==> src/rtl/tg_consts.vh <==
/*
 * Constants for the timeout guard and its reset-cause register.
 * Assumes an 8-bit register port and a 10 MHz system clock.
 */
// How it works
// - Counter advances on each 128 kHz oscillator tick, acts at the timeout.
// - Restart strobe clears the count; no restart in time means action.
// - Interrupt-only mode raises the interrupt line, never a reset.
// - Reset-only mode pulses the system reset output on expiry.
// - Combined mode interrupts first, then the next expiry resets.
// - Timeout selectable from about 16 ms to about 8 s.
// - Force fuse locks reset enable at one, interrupt enable at zero.
// - After a guard reset the guard stays enabled.
// - Bit 4 set by scan-chain reset; cleared by power-up or zero.
// - Bit 3 set by guard reset; cleared by power-up or zero.
// - Bit 2 set by undervolt reset; cleared by power-up or zero.
// - Bit 1 set by pin reset; cleared by power-up or zero.
// - Bit 0 set on power-up; only a written zero clears it.
// - Change enable clears itself four clock cycles after being set.
// - Reset enable reads and acts as one while guard reset flag set.
// - Period code n gives 2048 times two to n ticks, codes 0 to 9.
// - Interrupt acknowledge clears flag and interrupt enable in combined mode.
`ifndef TG_CONSTS_VH
`define TG_CONSTS_VH

// ---------------------------------------------------------------
// Register offsets
// ---------------------------------------------------------------
`define TG_CAUSE_OFS 8'h35
`define TG_CTRL_OFS 8'h60

// ---------------------------------------------------------------
// Control register fields
// ---------------------------------------------------------------
`define TG_IRQ_FLAG_BIT 7
`define TG_IRQ_EN_BIT 6
`define TG_PER_HI_BIT 5
`define TG_CHG_EN_BIT 4
`define TG_RST_EN_BIT 3
`define TG_PER_LO_MSB 2

// ---------------------------------------------------------------
// Cause register fields; cause and control register reset values
// ---------------------------------------------------------------
`define TG_SCAN_BIT 4
`define TG_GUARD_BIT 3
`define TG_UNDERVOLT_BIT 2
`define TG_PIN_BIT 1
`define TG_POWERUP_BIT 0
`define TG_CAUSE_W 5
`define TG_CAUSE_RST 5'h01
`define TG_CTRL_RST_EN 1'b0
`define TG_PER_RST 4'h0

// ---------------------------------------------------------------
// Timing
// ---------------------------------------------------------------
`define TG_OSC_KHZ 128
`define TG_TOUT_BASE 21'h000800
`define TG_PER_MAX 4'h9
`define TG_CNT_W 21
`define TG_CHG_CYCLES 3'h4

`endif

==> src/rtl/tg_chg_win.v <==
/*
 * Change window timer: opens on a request, closes by itself.
 * Assumes open_req is a one-cycle strobe in the sys_clk domain.
 */
`timescale 1ns/1ps
`include "tg_consts.vh"

module tg_chg_win (
    sys_clk,
    nrst,
    open_req,
    sys_rst,
    win_open
);
    input wire sys_clk;
    input wire nrst;
    input wire open_req;
    input wire sys_rst;
    output wire win_open;

    reg [2:0] left_r;
    reg [2:0] left_nxt;

    // ---------------------------------------------------------------
    // Countdown
    // ---------------------------------------------------------------
    always @* begin
        left_nxt = left_r;
        if (left_r != 3'h0) begin
            left_nxt = left_r - 3'h1;
        end
        if (open_req) begin
            left_nxt = `TG_CHG_CYCLES;
        end
        if (sys_rst) begin
            left_nxt = 3'h0;
        end
    end

    always @(posedge sys_clk or negedge nrst) begin
        if (!nrst) begin
            left_r <= 3'h0;
        end else begin
            left_r <= left_nxt;
        end
    end

    assign win_open = (left_r != 3'h0);

endmodule

==> src/rtl/tg_guard.v <==
/*
 * Timeout guard with protected control register and reset-cause flags.
 * Assumes nrst is the power-up reset of this block, and that the
 * oscillator tick, restart, acknowledge and reset events are
 * one-cycle pulses synchronous to sys_clk.
 */
`timescale 1ns/1ps
`include "tg_consts.vh"

module tg_guard #(
    parameter [20:0] TOUT_BASE = `TG_TOUT_BASE
) (
    sys_clk,
    nrst,
    reg_addr,
    reg_wdata,
    reg_wr,
    reg_rd,
    reg_rdata,
    guard_osc_tick,
    guard_restart,
    guard_irq_ack,
    guard_force_fuse,
    pin_rst_evt,
    undervolt_evt,
    scan_rst_evt,
    guard_irq,
    guard_sys_rst
);
    input wire sys_clk;
    input wire nrst;
    input wire [7:0] reg_addr;
    input wire [7:0] reg_wdata;
    input wire reg_wr;
    input wire reg_rd;
    output wire [7:0] reg_rdata;
    input wire guard_osc_tick;
    input wire guard_restart;
    input wire guard_irq_ack;
    input wire guard_force_fuse;
    input wire pin_rst_evt;
    input wire undervolt_evt;
    input wire scan_rst_evt;
    output wire guard_irq;
    output wire guard_sys_rst;

    // ---------------------------------------------------------------
    // State
    // ---------------------------------------------------------------
    localparam [`TG_CAUSE_W-1:0] CAUSE_RST = `TG_CAUSE_RST;

    reg guard_irq_flag_r;
    reg guard_irq_flag_nxt;
    reg guard_irq_en_r;
    reg guard_irq_en_nxt;
    reg guard_reset_en_r;
    reg guard_reset_en_nxt;
    reg [3:0] guard_period_sel_r;
    reg [3:0] guard_period_sel_nxt;
    reg [`TG_CAUSE_W-1:0] cause_r;
    reg [7:0] rdata_r;
    reg [7:0] rdata_nxt;
    reg irq_r;
    reg sys_rst_r;

    wire wr_ctrl;
    wire wr_cause;
    wire guard_change_en;
    wire irq_en_eff;
    wire reset_en_eff;
    wire running;
    wire expire;
    wire wd_rst;
    wire wd_irq_set;
    wire any_rst;
    wire [20:0] tout_lim;
    wire [20:0] tout_lim_m1;
    wire [3:0] wr_period;
    wire [`TG_CAUSE_W-1:0] cause_evt;
    wire [7:0] ctrl_view;
    wire [7:0] cause_view;

    // ---------------------------------------------------------------
    // Decode
    // ---------------------------------------------------------------
    assign wr_ctrl = reg_wr & (reg_addr == `TG_CTRL_OFS);
    assign wr_cause = reg_wr & (reg_addr == `TG_CAUSE_OFS);
    assign wr_period = {reg_wdata[`TG_PER_HI_BIT],
                        reg_wdata[`TG_PER_LO_MSB:0]};

    // ---------------------------------------------------------------
    // Effective mode bits
    // ---------------------------------------------------------------
    // Fuse forces reset-only operation
    assign irq_en_eff = guard_irq_en_r & ~guard_force_fuse;
    // Guard reset flag and fuse both hold reset enable high
    assign reset_en_eff = guard_reset_en_r
                          | cause_r[`TG_GUARD_BIT]
                          | guard_force_fuse;
    assign running = irq_en_eff | reset_en_eff;

    // ---------------------------------------------------------------
    // Timeout length
    // ---------------------------------------------------------------
    // Base tick count doubled per step of the period code
    assign tout_lim = TOUT_BASE << guard_period_sel_r;
    assign tout_lim_m1 = tout_lim - 21'h000001;

    // ---------------------------------------------------------------
    // Tick counter
    // ---------------------------------------------------------------
    tg_tick_cnt u_cnt (
        .sys_clk(sys_clk),
        .nrst(nrst),
        .run(running),
        .restart(guard_restart),
        .tick(guard_osc_tick),
        .lim_m1(tout_lim_m1),
        .expire(expire)
    );

    // ---------------------------------------------------------------
    // Expiry action
    // ---------------------------------------------------------------
    // Reset when reset enabled, unless combined mode still owes
    // its first interrupt
    assign wd_rst = expire & reset_en_eff
                    & ~(irq_en_eff & ~guard_irq_flag_r);
    // Interrupt when enabled and no reset is taken
    assign wd_irq_set = expire & irq_en_eff & ~wd_rst;

    // Any system reset returns the control bits except reset enable to their start values
    assign any_rst = wd_rst | pin_rst_evt | undervolt_evt | scan_rst_evt;

    // ---------------------------------------------------------------
    // Change window
    // ---------------------------------------------------------------
    tg_chg_win u_win (
        .sys_clk(sys_clk),
        .nrst(nrst),
        .open_req(wr_ctrl & reg_wdata[`TG_CHG_EN_BIT]),
        .sys_rst(any_rst),
        .win_open(guard_change_en)
    );

    // ---------------------------------------------------------------
    // Control register next values
    // ---------------------------------------------------------------
    always @* begin
        guard_irq_flag_nxt = guard_irq_flag_r;
        if (wr_ctrl && reg_wdata[`TG_IRQ_FLAG_BIT]) begin
            guard_irq_flag_nxt = 1'b0;
        end
        if (guard_irq_ack) begin
            guard_irq_flag_nxt = 1'b0;
        end
        if (wd_irq_set) begin
            guard_irq_flag_nxt = 1'b1;
        end
        if (any_rst) begin
            guard_irq_flag_nxt = 1'b0;
        end
    end

    always @* begin
        guard_irq_en_nxt = guard_irq_en_r;
        if (wr_ctrl) begin
            guard_irq_en_nxt = reg_wdata[`TG_IRQ_EN_BIT];
        end
        // Entering the vector in combined mode drops back to reset mode
        if (guard_irq_ack && reset_en_eff) begin
            guard_irq_en_nxt = 1'b0;
        end
        if (guard_force_fuse || any_rst) begin
            guard_irq_en_nxt = 1'b0;
        end
    end

    always @* begin
        guard_reset_en_nxt = guard_reset_en_r;
        if (wr_ctrl) begin
            if (reg_wdata[`TG_RST_EN_BIT]) begin
                guard_reset_en_nxt = 1'b1;
            end else if (guard_change_en) begin
                // Clearing only inside the open window
                guard_reset_en_nxt = 1'b0;
            end
        end
    end

    always @* begin
        guard_period_sel_nxt = guard_period_sel_r;
        // Writes move the period only inside the window, any reset returns it to code 0; reserved codes ignored
        if (wr_ctrl && guard_change_en
            && wr_period <= `TG_PER_MAX) begin
            guard_period_sel_nxt = wr_period;
        end
        if (any_rst) begin
            guard_period_sel_nxt = `TG_PER_RST;
        end
    end

    always @(posedge sys_clk or negedge nrst) begin
        if (!nrst) begin
            guard_irq_flag_r <= 1'b0;
            guard_irq_en_r <= 1'b0;
            guard_reset_en_r <= `TG_CTRL_RST_EN;
            guard_period_sel_r <= `TG_PER_RST;
        end else begin
            guard_irq_flag_r <= guard_irq_flag_nxt;
            guard_irq_en_r <= guard_irq_en_nxt;
            guard_reset_en_r <= guard_reset_en_nxt;
            guard_period_sel_r <= guard_period_sel_nxt;
        end
    end

    // ---------------------------------------------------------------
    // Reset-cause flags
    // ---------------------------------------------------------------
    // Power-up flag has no setting event after nrst
    assign cause_evt[`TG_SCAN_BIT] = scan_rst_evt;
    assign cause_evt[`TG_GUARD_BIT] = wd_rst;
    assign cause_evt[`TG_UNDERVOLT_BIT] = undervolt_evt;
    assign cause_evt[`TG_PIN_BIT] = pin_rst_evt;
    assign cause_evt[`TG_POWERUP_BIT] = 1'b0;

    genvar gi;
    generate
        for (gi = 0; gi < `TG_CAUSE_W; gi = gi + 1) begin : g_cause
            // Power-up reset loads start value; set beats written zero
            always @(posedge sys_clk or negedge nrst) begin
                if (!nrst) begin
                    cause_r[gi] <= CAUSE_RST[gi];
                end else if (cause_evt[gi]) begin
                    cause_r[gi] <= 1'b1;
                end else if (wr_cause && !reg_wdata[gi]) begin
                    cause_r[gi] <= 1'b0;
                end
            end
        end
    endgenerate

    // ---------------------------------------------------------------
    // Read path
    // ---------------------------------------------------------------
    assign ctrl_view = {guard_irq_flag_r, irq_en_eff,
                        guard_period_sel_r[3], guard_change_en,
                        reset_en_eff, guard_period_sel_r[2:0]};
    assign cause_view = {3'h0, cause_r};

    always @* begin
        rdata_nxt = 8'h00;
        if (reg_rd) begin
            case (reg_addr)
                `TG_CTRL_OFS: begin
                    rdata_nxt = ctrl_view;
                end
                `TG_CAUSE_OFS: begin
                    rdata_nxt = cause_view;
                end
                default: begin
                    rdata_nxt = 8'h00;
                end
            endcase
        end
    end

    // ---------------------------------------------------------------
    // Output registers
    // ---------------------------------------------------------------
    always @(posedge sys_clk or negedge nrst) begin
        if (!nrst) begin
            rdata_r <= 8'h00;
            irq_r <= 1'b0;
            sys_rst_r <= 1'b0;
        end else begin
            rdata_r <= rdata_nxt;
            // Level request, usable as a wake source
            irq_r <= guard_irq_flag_nxt & guard_irq_en_nxt;
            sys_rst_r <= wd_rst;
        end
    end

    assign reg_rdata = rdata_r;
    assign guard_irq = irq_r;
    assign guard_sys_rst = sys_rst_r;

endmodule

==> src/rtl/tg_tick_cnt.v <==
/*
 * Oscillator tick counter with restart and expiry detection.
 * Assumes tick is a one-cycle strobe per oscillator cycle.
 */
`timescale 1ns/1ps
`include "tg_consts.vh"

module tg_tick_cnt (
    sys_clk,
    nrst,
    run,
    restart,
    tick,
    lim_m1,
    expire
);
    input wire sys_clk;
    input wire nrst;
    input wire run;
    input wire restart;
    input wire tick;
    input wire [20:0] lim_m1;
    output wire expire;

    reg [20:0] cnt_r;
    reg [20:0] cnt_nxt;

    // Restart beats a coinciding tick
    assign expire = run & tick & ~restart & (cnt_r >= lim_m1);

    always @* begin
        cnt_nxt = cnt_r;
        if (!run || restart || expire) begin
            cnt_nxt = 21'h000000;
        end else if (tick) begin
            cnt_nxt = cnt_r + 21'h000001;
        end
    end

    always @(posedge sys_clk or negedge nrst) begin
        if (!nrst) begin
            cnt_r <= 21'h000000;
        end else begin
            cnt_r <= cnt_nxt;
        end
    end

endmodule

==> config.mk <==
export PLATFORM = sky130hd
export DESIGN_NAME = tg_guard
export DESIGN_NICKNAME = d
export VERILOG_FILES = /design/src/rtl/tg_chg_win.v /design/src/rtl/tg_guard.v /design/src/rtl/tg_tick_cnt.v
export VERILOG_INCLUDE_DIRS = /design/src /design/src/rtl
export SDC_FILE = /design/constraint.sdc
export NUM_CORES = 1
export LEC_CHECK = 0
export ABC_AREA = 1
export BUFFER_PORTS_ARGS = -buffer_cell sky130_fd_sc_hd__buf_2
export CAP_MARGIN = 30
export CORE_UTILIZATION = 35
export CTS_CLUSTER_DIAMETER = 120
export CTS_CLUSTER_SIZE = 14
export DETAILED_ROUTE_END_ITERATION = 8
export HOLD_SLACK_MARGIN = 0.03
export PLACE_DENSITY = 0.57
export SLEW_MARGIN = 20
export SYNTH_ARGS = -nofsm -noshare
export SYNTH_HDL_FRONTEND = slang
export SYNTH_SLANG_ARGS = --single-unit
==> constraint.sdc <==
create_clock -name sys_clk -period 3.9 [get_ports sys_clk]
set_clock_uncertainty 0.05 [all_clocks]
set_input_delay 0.195 -clock sys_clk [delete_from_list [all_inputs] [get_ports sys_clk]]
set_output_delay 0.195 -clock sys_clk [all_outputs]
set_load 0.005 [all_outputs]
Word level (Yosys, flattened, before mapping)
Cells that the tools add are included.
{"block": "totals", "inputBits": 27, "word_cells": 100, "register_bits": 46}
{"block": "classes", "reduce_logical": 28, "order_cmp": 2, "bitwise_logic": 24, "shift": 1, "eq_ne": 2, "add_sub_neg": 3, "muxes": 26}
{"cell": "two-way mux 21 bit", "n": 2}
{"cell": "adder 21 x 1 -> 21 bit (second input constant)", "n": 1}
{"cell": "greater-or-equal comparator 21 bit", "n": 1}
{"cell": "left shift 12 x 4 -> 21 bit (first input constant)", "n": 1}
{"cell": "subtractor 21 x 1 -> 21 bit (second input constant)", "n": 1}
{"cell": "two-way mux 1 bit", "n": 17}
{"cell": "one-hot mux 8 bit (2 select lines)", "n": 1}
{"cell": "nonzero test 2 bit", "n": 7}
{"cell": "AND 1 bit", "n": 13}
{"cell": "logical AND 1 bit", "n": 9}
{"cell": "two-way mux 3 bit", "n": 3}
{"cell": "equality test 8 x 6 -> 1 bit (second input constant)", "n": 1}
{"cell": "equality test 8 x 7 -> 1 bit (second input constant)", "n": 1}
{"cell": "two-way mux 4 bit", "n": 2}
{"cell": "two-way mux 8 bit", "n": 1}
{"cell": "logical NOT 1 bit", "n": 6}
{"cell": "OR 1 bit", "n": 6}
{"cell": "nonzero test 3 bit", "n": 2}
{"cell": "NOT 1 bit", "n": 5}
{"cell": "<= comparator 4 bit (second input constant)", "n": 1}
{"cell": "logical OR 1 bit", "n": 3}
{"cell": "subtractor 3 x 1 -> 3 bit (second input constant)", "n": 1}
{"cell": "AND reduction 2 bit", "n": 1}

Depth between registers and ports, before layout
{"block": "logic_depth", "word_depth": 14, "ltp_mapped": 22}

Cells and area by module
A second synthesis with hierarchy kept.
{"block": "unflattened", "hier_cells": 488, "area_unflattened_um2": 3470.8}
{"mod": "tg_tick_cnt", "instances": 1, "area_per_inst_um2": 2019.4, "cells_per_inst": 300, "seq_area_each_um2": 525.5}
{"mod": "tg_guard", "instances": 1, "area_per_inst_um2": 1253.7, "cells_per_inst": 164, "seq_area_each_um2": 551.8}
{"mod": "tg_chg_win", "instances": 1, "area_per_inst_um2": 197.7, "cells_per_inst": 24, "seq_area_each_um2": 75.1}

Worst setup path before layout
Ideal clock, no wire load.
{"block": "synth_timing", "path_type": "register -> register", "from": "reg guard_period_sel_r[1]", "to": "reg u_cnt.cnt_r[11]", "n_path_buf": 2, "setup_ns": 0.127, "required_ns": 3.723, "stages_incl_launch_ff": 23, "t_arrival_ns": 2.534, "setup_slack_ns": 1.189, "path_cell_list": "dfrtp_1 clkbuf_1 nor2_1 nand2_1 nor2_1 inv_1 ha_1 inv_1 a21oi_1 inv_1 nor3_1 a21oi_1 ha_1 nand2_1 nor2_1 nand2_1 nor2_1 nand2_1 nand2_2 nor2_4 buf_6 nand4_1 o21ai_0"}
{"block": "synth_between", "elab_chain_cells": 6, "word_cells_on_any_way": 7, "classes_between": "1 x add/sub; 1 x order compare; 1 x shift; 1 x mux; 1 x bitwise; 2 x reduce/logical"}
{"item": "start: declaration", "line": "tg_guard.v:58", "source": "reg [3:0] guard_period_sel_r;"}
{"item": "start signal: assignment", "line": "tg_guard.v:208", "source": "guard_period_sel_r <= `TG_PER_RST;"}
{"item": "start signal: assignment", "line": "tg_guard.v:213", "source": "guard_period_sel_r <= guard_period_sel_nxt;"}
{"item": "left shift 12 x 4 -> 21 bit *", "line": "tg_guard.v:106", "source": "assign tout_lim = TOUT_BASE << guard_period_sel_r;"}
{"item": "subtractor 21 x 1 -> 21 bit *", "line": "tg_guard.v:107", "source": "assign tout_lim_m1 = tout_lim - 21'h000001;"}
{"item": "greater-or-equal comparator 21 bit *", "line": "tg_tick_cnt.v:29", "source": "assign expire = run & tick & ~restart & (cnt_r >= lim_m1);"}
{"item": "AND 1 bit *", "line": "tg_tick_cnt.v:29"}
{"item": "logical OR 1 bit *", "line": "tg_tick_cnt.v:33", "source": "if (!run || restart || expire) begin"}
{"item": "two-way mux 21 bit / nonzero test 2 bit (equally long branches)"}
{"item": "end signal: assignment", "line": "tg_tick_cnt.v:44", "source": "cnt_r <= cnt_nxt;"}
{"item": "end: declaration", "line": "tg_tick_cnt.v:25", "source": "reg [20:0] cnt_r;"}
Every way passes the cells marked *; elsewhere a longest branch is shown, timed or not.
A chain may end at the register's enable or synchronous reset.

Worst setup path after layout
{"block": "layout_timing", "from": "reg guard_period_sel_r[0]", "to": "reg u_cnt.cnt_r[8]"}
The elaborated chain is that of the path after synthesis.

==> metrics.txt <==
# TYPE chip_impl_metric gauge
chip_impl_info{name="result_of_the_run",value="finished, final reports clean"} 1
chip_impl_metric{name="place.gp.congestion",unit=""} 0.845
chip_impl_metric{name="drt-met1-wl",unit="um"} 3450
chip_impl_metric{name="fraction_of_power_consumed_by_the_clock_network",unit="%"} 39.4
chip_impl_metric{name="boundaryPins",unit=""} 37
chip_impl_metric{name="cp.required",unit="ns"} 4.03
chip_impl_metric{name="cts-resized-gates",unit=""} 0
chip_impl_metric{name="ir_drop",unit="uV"} 105
chip_impl_info{name="yosysTopAreaCell",value="sky130_fd_sc_hd__dfrtp_1"} 1
chip_impl_metric{name="drt_pass1_iterations",unit=""} 4
chip_impl_metric{name="instance_count_of_the_mapped_netlist",unit=""} 412
chip_impl_metric{name="postSynthNetCount",unit=""} 453
chip_impl_metric{name="drc_errors",unit=""} 0
chip_impl_metric{name="cts_max_level",unit=""} 2
chip_impl_metric{name="setup_violations",unit=""} 0
chip_impl_metric{name="final_sum_of_negative_setup_slack",unit="ns"} 0
chip_impl_metric{name="synth-warning-count",unit=""} 0
chip_impl_metric{name="post_cts.repair.setup_buffers",unit=""} 0
chip_impl_metric{name="cp.arrival",unit="ns"} 3.18
chip_impl_info{name="cp-end-kind",value="flip-flop"} 1
chip_impl_metric{name="starting_utilization_of_the_core_area",unit="%"} 36.3
chip_impl_metric{name="critPathMaxFanout",unit=""} 15
chip_impl_info{name="synth_top_family_by_area",value="simple AND/OR/NAND/NOR gates"} 1
chip_impl_metric{name="min_period",unit="ns"} 3.05
chip_impl_info{name="tritoncts",value="built"} 1
chip_impl_metric{name="first_global_vias",unit=""} 2572
chip_impl_metric{name="drt_total_wl",unit="um"} 7180
chip_impl_metric{name="via_count",unit=""} 2713
chip_impl_metric{name="synth_simple_gate_area_share",unit="%"} 33.4
chip_impl_metric{name="slew_violations",unit=""} 0
chip_impl_metric{name="total_switching_power",unit="mW"} 0.236
chip_impl_info{name="start_to_end_type_of_the_worst_setup_path",value="reg2reg"} 1
chip_impl_metric{name="avgSynthCellArea",unit="sq um"} 7.27
chip_impl_metric{name="detail_route.iter0.violations",unit=""} 164
chip_impl_metric{name="num_rows",unit=""} 33
chip_impl_info{name="worst_hold_startpoint",value="scan_rst_evt"} 1
chip_impl_metric{name="grt_overflow_total",unit=""} 0
chip_impl_metric{name="synth_seq_area_share",unit="%"} 38.5
chip_impl_metric{name="worst_relative_slew_slack",unit="%"} 48.9
chip_impl_metric{name="power.internal",unit="mW"} 0.700
chip_impl_metric{name="syn_area",unit="sq mm"} 0.00299
chip_impl_metric{name="placement.io_buffers",unit=""} 36
chip_impl_metric{name="fin_cells",unit=""} 560
chip_impl_metric{name="postSynth.asyncResetShare",unit="%"} 100
chip_impl_metric{name="grt_first_pass_wirelength",unit="um"} 12200
chip_impl_metric{name="via_per_inst",unit=""} 4.84
chip_impl_metric{name="finish.net_count",unit=""} 495
chip_impl_metric{name="cts_made_buffers",unit=""} 5
chip_impl_metric{name="place_ws",unit="ns"} 0.907
chip_impl_metric{name="path_clk_slew",unit="ns"} 0.10
chip_impl_metric{name="design_area",unit="sq mm"} 0.00344
chip_impl_metric{name="hold_ws",unit="ns"} 0.0340
chip_impl_info{name="worst_setup_path_start_kind",value="flip-flop"} 1
chip_impl_metric{name="placedCellCount",unit=""} 549
chip_impl_metric{name="pwr_density_cell",unit="mW/mm^2"} 272
chip_impl_metric{name="synth-xor-area-share",unit="%"} 4.10
chip_impl_metric{name="synth-edff-count",unit=""} 0
chip_impl_metric{name="multiplexer_fraction_of_the_synthesized_cell_area",unit="%"} 0
chip_impl_metric{name="cts.sink_count",unit=""} 46
chip_impl_metric{name="synth-compound-area-share",unit="%"} 8.52
chip_impl_metric{name="synth_cell_type_count",unit=""} 31
chip_impl_metric{name="p_sw_share",unit="%"} 25.2
chip_impl_info{name="clock_tree.root_cell",value="sky130_fd_sc_hd__clkbuf_8"} 1
chip_impl_info{name="rsz0062_at_grt",value="no"} 1
chip_impl_metric{name="insertedDiodeCount",unit=""} 0
chip_impl_info{name="synth_top_cells_by_area",value="sky130_fd_sc_hd__dfrtp_1 38%, sky130_fd_sc_hd__nand2_1 11%, sky130_fd_sc_hd__inv_1 8.4%"} 1
chip_impl_metric{name="syn_to_final_growth",unit="%"} 14.9
chip_impl_metric{name="worst_slack",unit="ns"} 0.851
chip_impl_info{name="synth_most_common_cell",value="sky130_fd_sc_hd__nand2_1"} 1
chip_impl_metric{name="timing_hold_violations_final",unit=""} 0
chip_impl_info{name="worstReg2RegStart",value="guard_period_sel_r[0]"} 1
chip_impl_metric{name="share_of_post_route_cells_with_drive_strength_above_1",unit="%"} 14.1
chip_impl_metric{name="max_cap_violations",unit=""} 0
chip_impl_metric{name="comb_power_share",unit="%"} 7.4
chip_impl_metric{name="floorplan.die_area",unit="sq mm"} 0.00893
chip_impl_metric{name="floorplan.core_area",unit="sq mm"} 0.00826
chip_impl_metric{name="met3RoutedLength",unit="um"} 260
chip_impl_info{name="hp-class",value="in2reg"} 1
chip_impl_metric{name="worst_pin_slew",unit="ns"} 0.760
chip_impl_metric{name="grt_antenna_before_repair",unit=""} 0
chip_impl_metric{name="die_width",unit="um"} 94.5
chip_impl_metric{name="post_dp_cell_area",unit="sq mm"} 0.00330
chip_impl_info{name="highest_layer",value="met4"} 1
chip_impl_metric{name="post-dp-hpwl",unit="um"} 5550
chip_impl_metric{name="die-height",unit="um"} 94.5
chip_impl_metric{name="drt-wirelength-per-cell",unit="um"} 12.8
chip_impl_metric{name="synth_fa_ha_area_share",unit="%"} 5.85
chip_impl_metric{name="synth.ff_latch_count",unit=""} 46
chip_impl_metric{name="drtAntennaViolNets",unit=""} 0
chip_impl_metric{name="maximum_buffer_depth_of_the_clock_tree",unit=""} 2
chip_impl_info{name="timing.critical_path.from",value="guard_period_sel_r[0]"} 1
chip_impl_metric{name="p_leak",unit="nW"} 1.69
chip_impl_info{name="synth-main-ff-cell",value="sky130_fd_sc_hd__dfrtp_1"} 1
chip_impl_metric{name="seqPwrFrac",unit="%"} 53.3
chip_impl_info{name="synth_common_cells",value="90 x sky130_fd_sc_hd__nand2_1, 67 x sky130_fd_sc_hd__inv_1, 49 x sky130_fd_sc_hd__nor2_1, 45 x sky130_fd_sc_hd__dfrtp_1, 31 x sky130_fd_sc_hd__nand3_1"} 1
chip_impl_metric{name="grt_max_degree",unit=""} 32
chip_impl_metric{name="clk-insertion-delay-late",unit="ns"} 0.31
chip_impl_metric{name="grt.total_usage",unit="%"} 17.7
chip_impl_metric{name="synthDominantCellAreaShare",unit="%"} 37.6
chip_impl_metric{name="routed-wl-met2",unit="um"} 3410
chip_impl_metric{name="finalCritPeriodShare",unit="%"} 78.2
chip_impl_metric{name="timing.fmax",unit="GHz"} 0.328
-- final timing paths --
kind | endpoint | slack, ns | cells after the start
max | u_cnt.cnt_r[8] | 0.85 | 20
min | cause_r[4] | 0.03 | 3
min reg2reg | cause_r[0] | 0.43 | 2
max in group asynchronous | cause_r[0] | 2.94 | 3
min in group asynchronous | u_cnt.cnt_r[17] | 0.30 | 2
max reg2reg | u_cnt.cnt_r[8] | 0.85 | 20
-- power by group through the flow --
stage / combinational (mW) / clock [mW] / sequential (mW)
6_report: 0.0690 / 0.369 / 0.499
5_1_grt: 0.0783 / 0.396 / 0.501
4_1_cts: 0.0706 / 0.380 / 0.499
3_5_place_dp: 0.0683 / 0 / 0.508
3_3_place_gp: 0.0645 / 0 / 0.508
2_1_floorplan: 0.0314 / 0 / 0.505
-- worst max-delay path, stage by stage, from the launching register on --
cell and delay [ns]:
sky130_fd_sc_hd__dfrtp_1 0.41, sky130_fd_sc_hd__inv_1 0.12, sky130_fd_sc_hd__nand2_1 0.11, sky130_fd_sc_hd__nor2_1 0.06, sky130_fd_sc_hd__inv_1 0.06, sky130_fd_sc_hd__ha_1 0.12
sky130_fd_sc_hd__inv_1 0.05, sky130_fd_sc_hd__a21oi_1 0.24, sky130_fd_sc_hd__inv_1 0.11, sky130_fd_sc_hd__nor3_1 0.16, sky130_fd_sc_hd__a21oi_1 0.06, sky130_fd_sc_hd__ha_1 0.27
sky130_fd_sc_hd__nand2_1 0.06, sky130_fd_sc_hd__nor2_1 0.18, sky130_fd_sc_hd__nand2_1 0.11, sky130_fd_sc_hd__nor2_1 0.13, sky130_fd_sc_hd__nand2_1 0.08, sky130_fd_sc_hd__nand2_2 0.10
sky130_fd_sc_hd__nor2_4 0.09, sky130_fd_sc_hd__o21ai_4 0.25, sky130_fd_sc_hd__nor2_1 0.08
-- stage by stage --
step	total power, mW	util, %
after floorplan	0.536	-
after global placement	0.573	39.7
after detailed placement	0.576	39.9
after CTS	0.949	41.7
after global routing	0.975	41.7
final	0.936	41.7
-- per-layer routing --
layer | up-vias | global-route usage, %
met5 | - | 0
met4 | 0 | 4.04
met3 | 6 | 2.50
met2 | 51 | 30.0
met1 | 1249 | 23.8
li1 | 1407 | -
-- timing repair --
| action | 4_1_cts | 5_1_grt |
|---|---|---|
| endpoints found under the hold margin | 17 | 0 |
| hold buffers | 3 | 0 |
| endpoints found under the setup margin | 0 | 0 |
-- layout by cell type, fill, tap and decap left out, drive strengths merged --
cell / n
a21boi: 1
nand3: 32
clkinvlp: 2
bufinv: 1
nor2: 53
buf: 37
a21oi: 15
inv: 69
or2: 1
xor2: 14
dlygate4sd3: 3
a21o: 1
dfrtp: 45
nand4: 21
o22ai: 2
ha: 14
clkbuf: 5
nor3: 12
nand2: 98
dfstp: 1
o32ai: 1
nand3b: 1
o21ai: 25
a211oi: 1
-- flip-flops by register name, summed over array words and instances, names as in the netlist --
signal	flops
u_cnt.cnt_r	21
reg_rdata	8
guard_irq	1
guard_irq_en_r	1
guard_period_sel_r	4
guard_reset_en_r	1
u_win.left_r	3
cause_r	5
guard_irq_flag_r	1
guard_sys_rst	1
-- final cells by class --
type                    instances  area (sq um)
clock inverters                 3          45.0
clock buffers                   5          68.8
flip-flops and latches         46          1150
fillers                       882          4820
repair buffers                 40           230
multi-input cells             292          1550
well taps                     105           131
inverters                      69           259
-- cells by family after synthesis --
| family | count (synthesis) |
|---|---|
| AO/OA/AOI/OAI | 46 |
| XOR/XNOR | 14 |
| adder cells (fa/ha/maj) | 14 |
| buffers and inverters | 74 |
| flip-flops | 46 |
| AND/OR/NAND/NOR | 218 |
No activity file was read; power rests on OpenSTA's default activity.
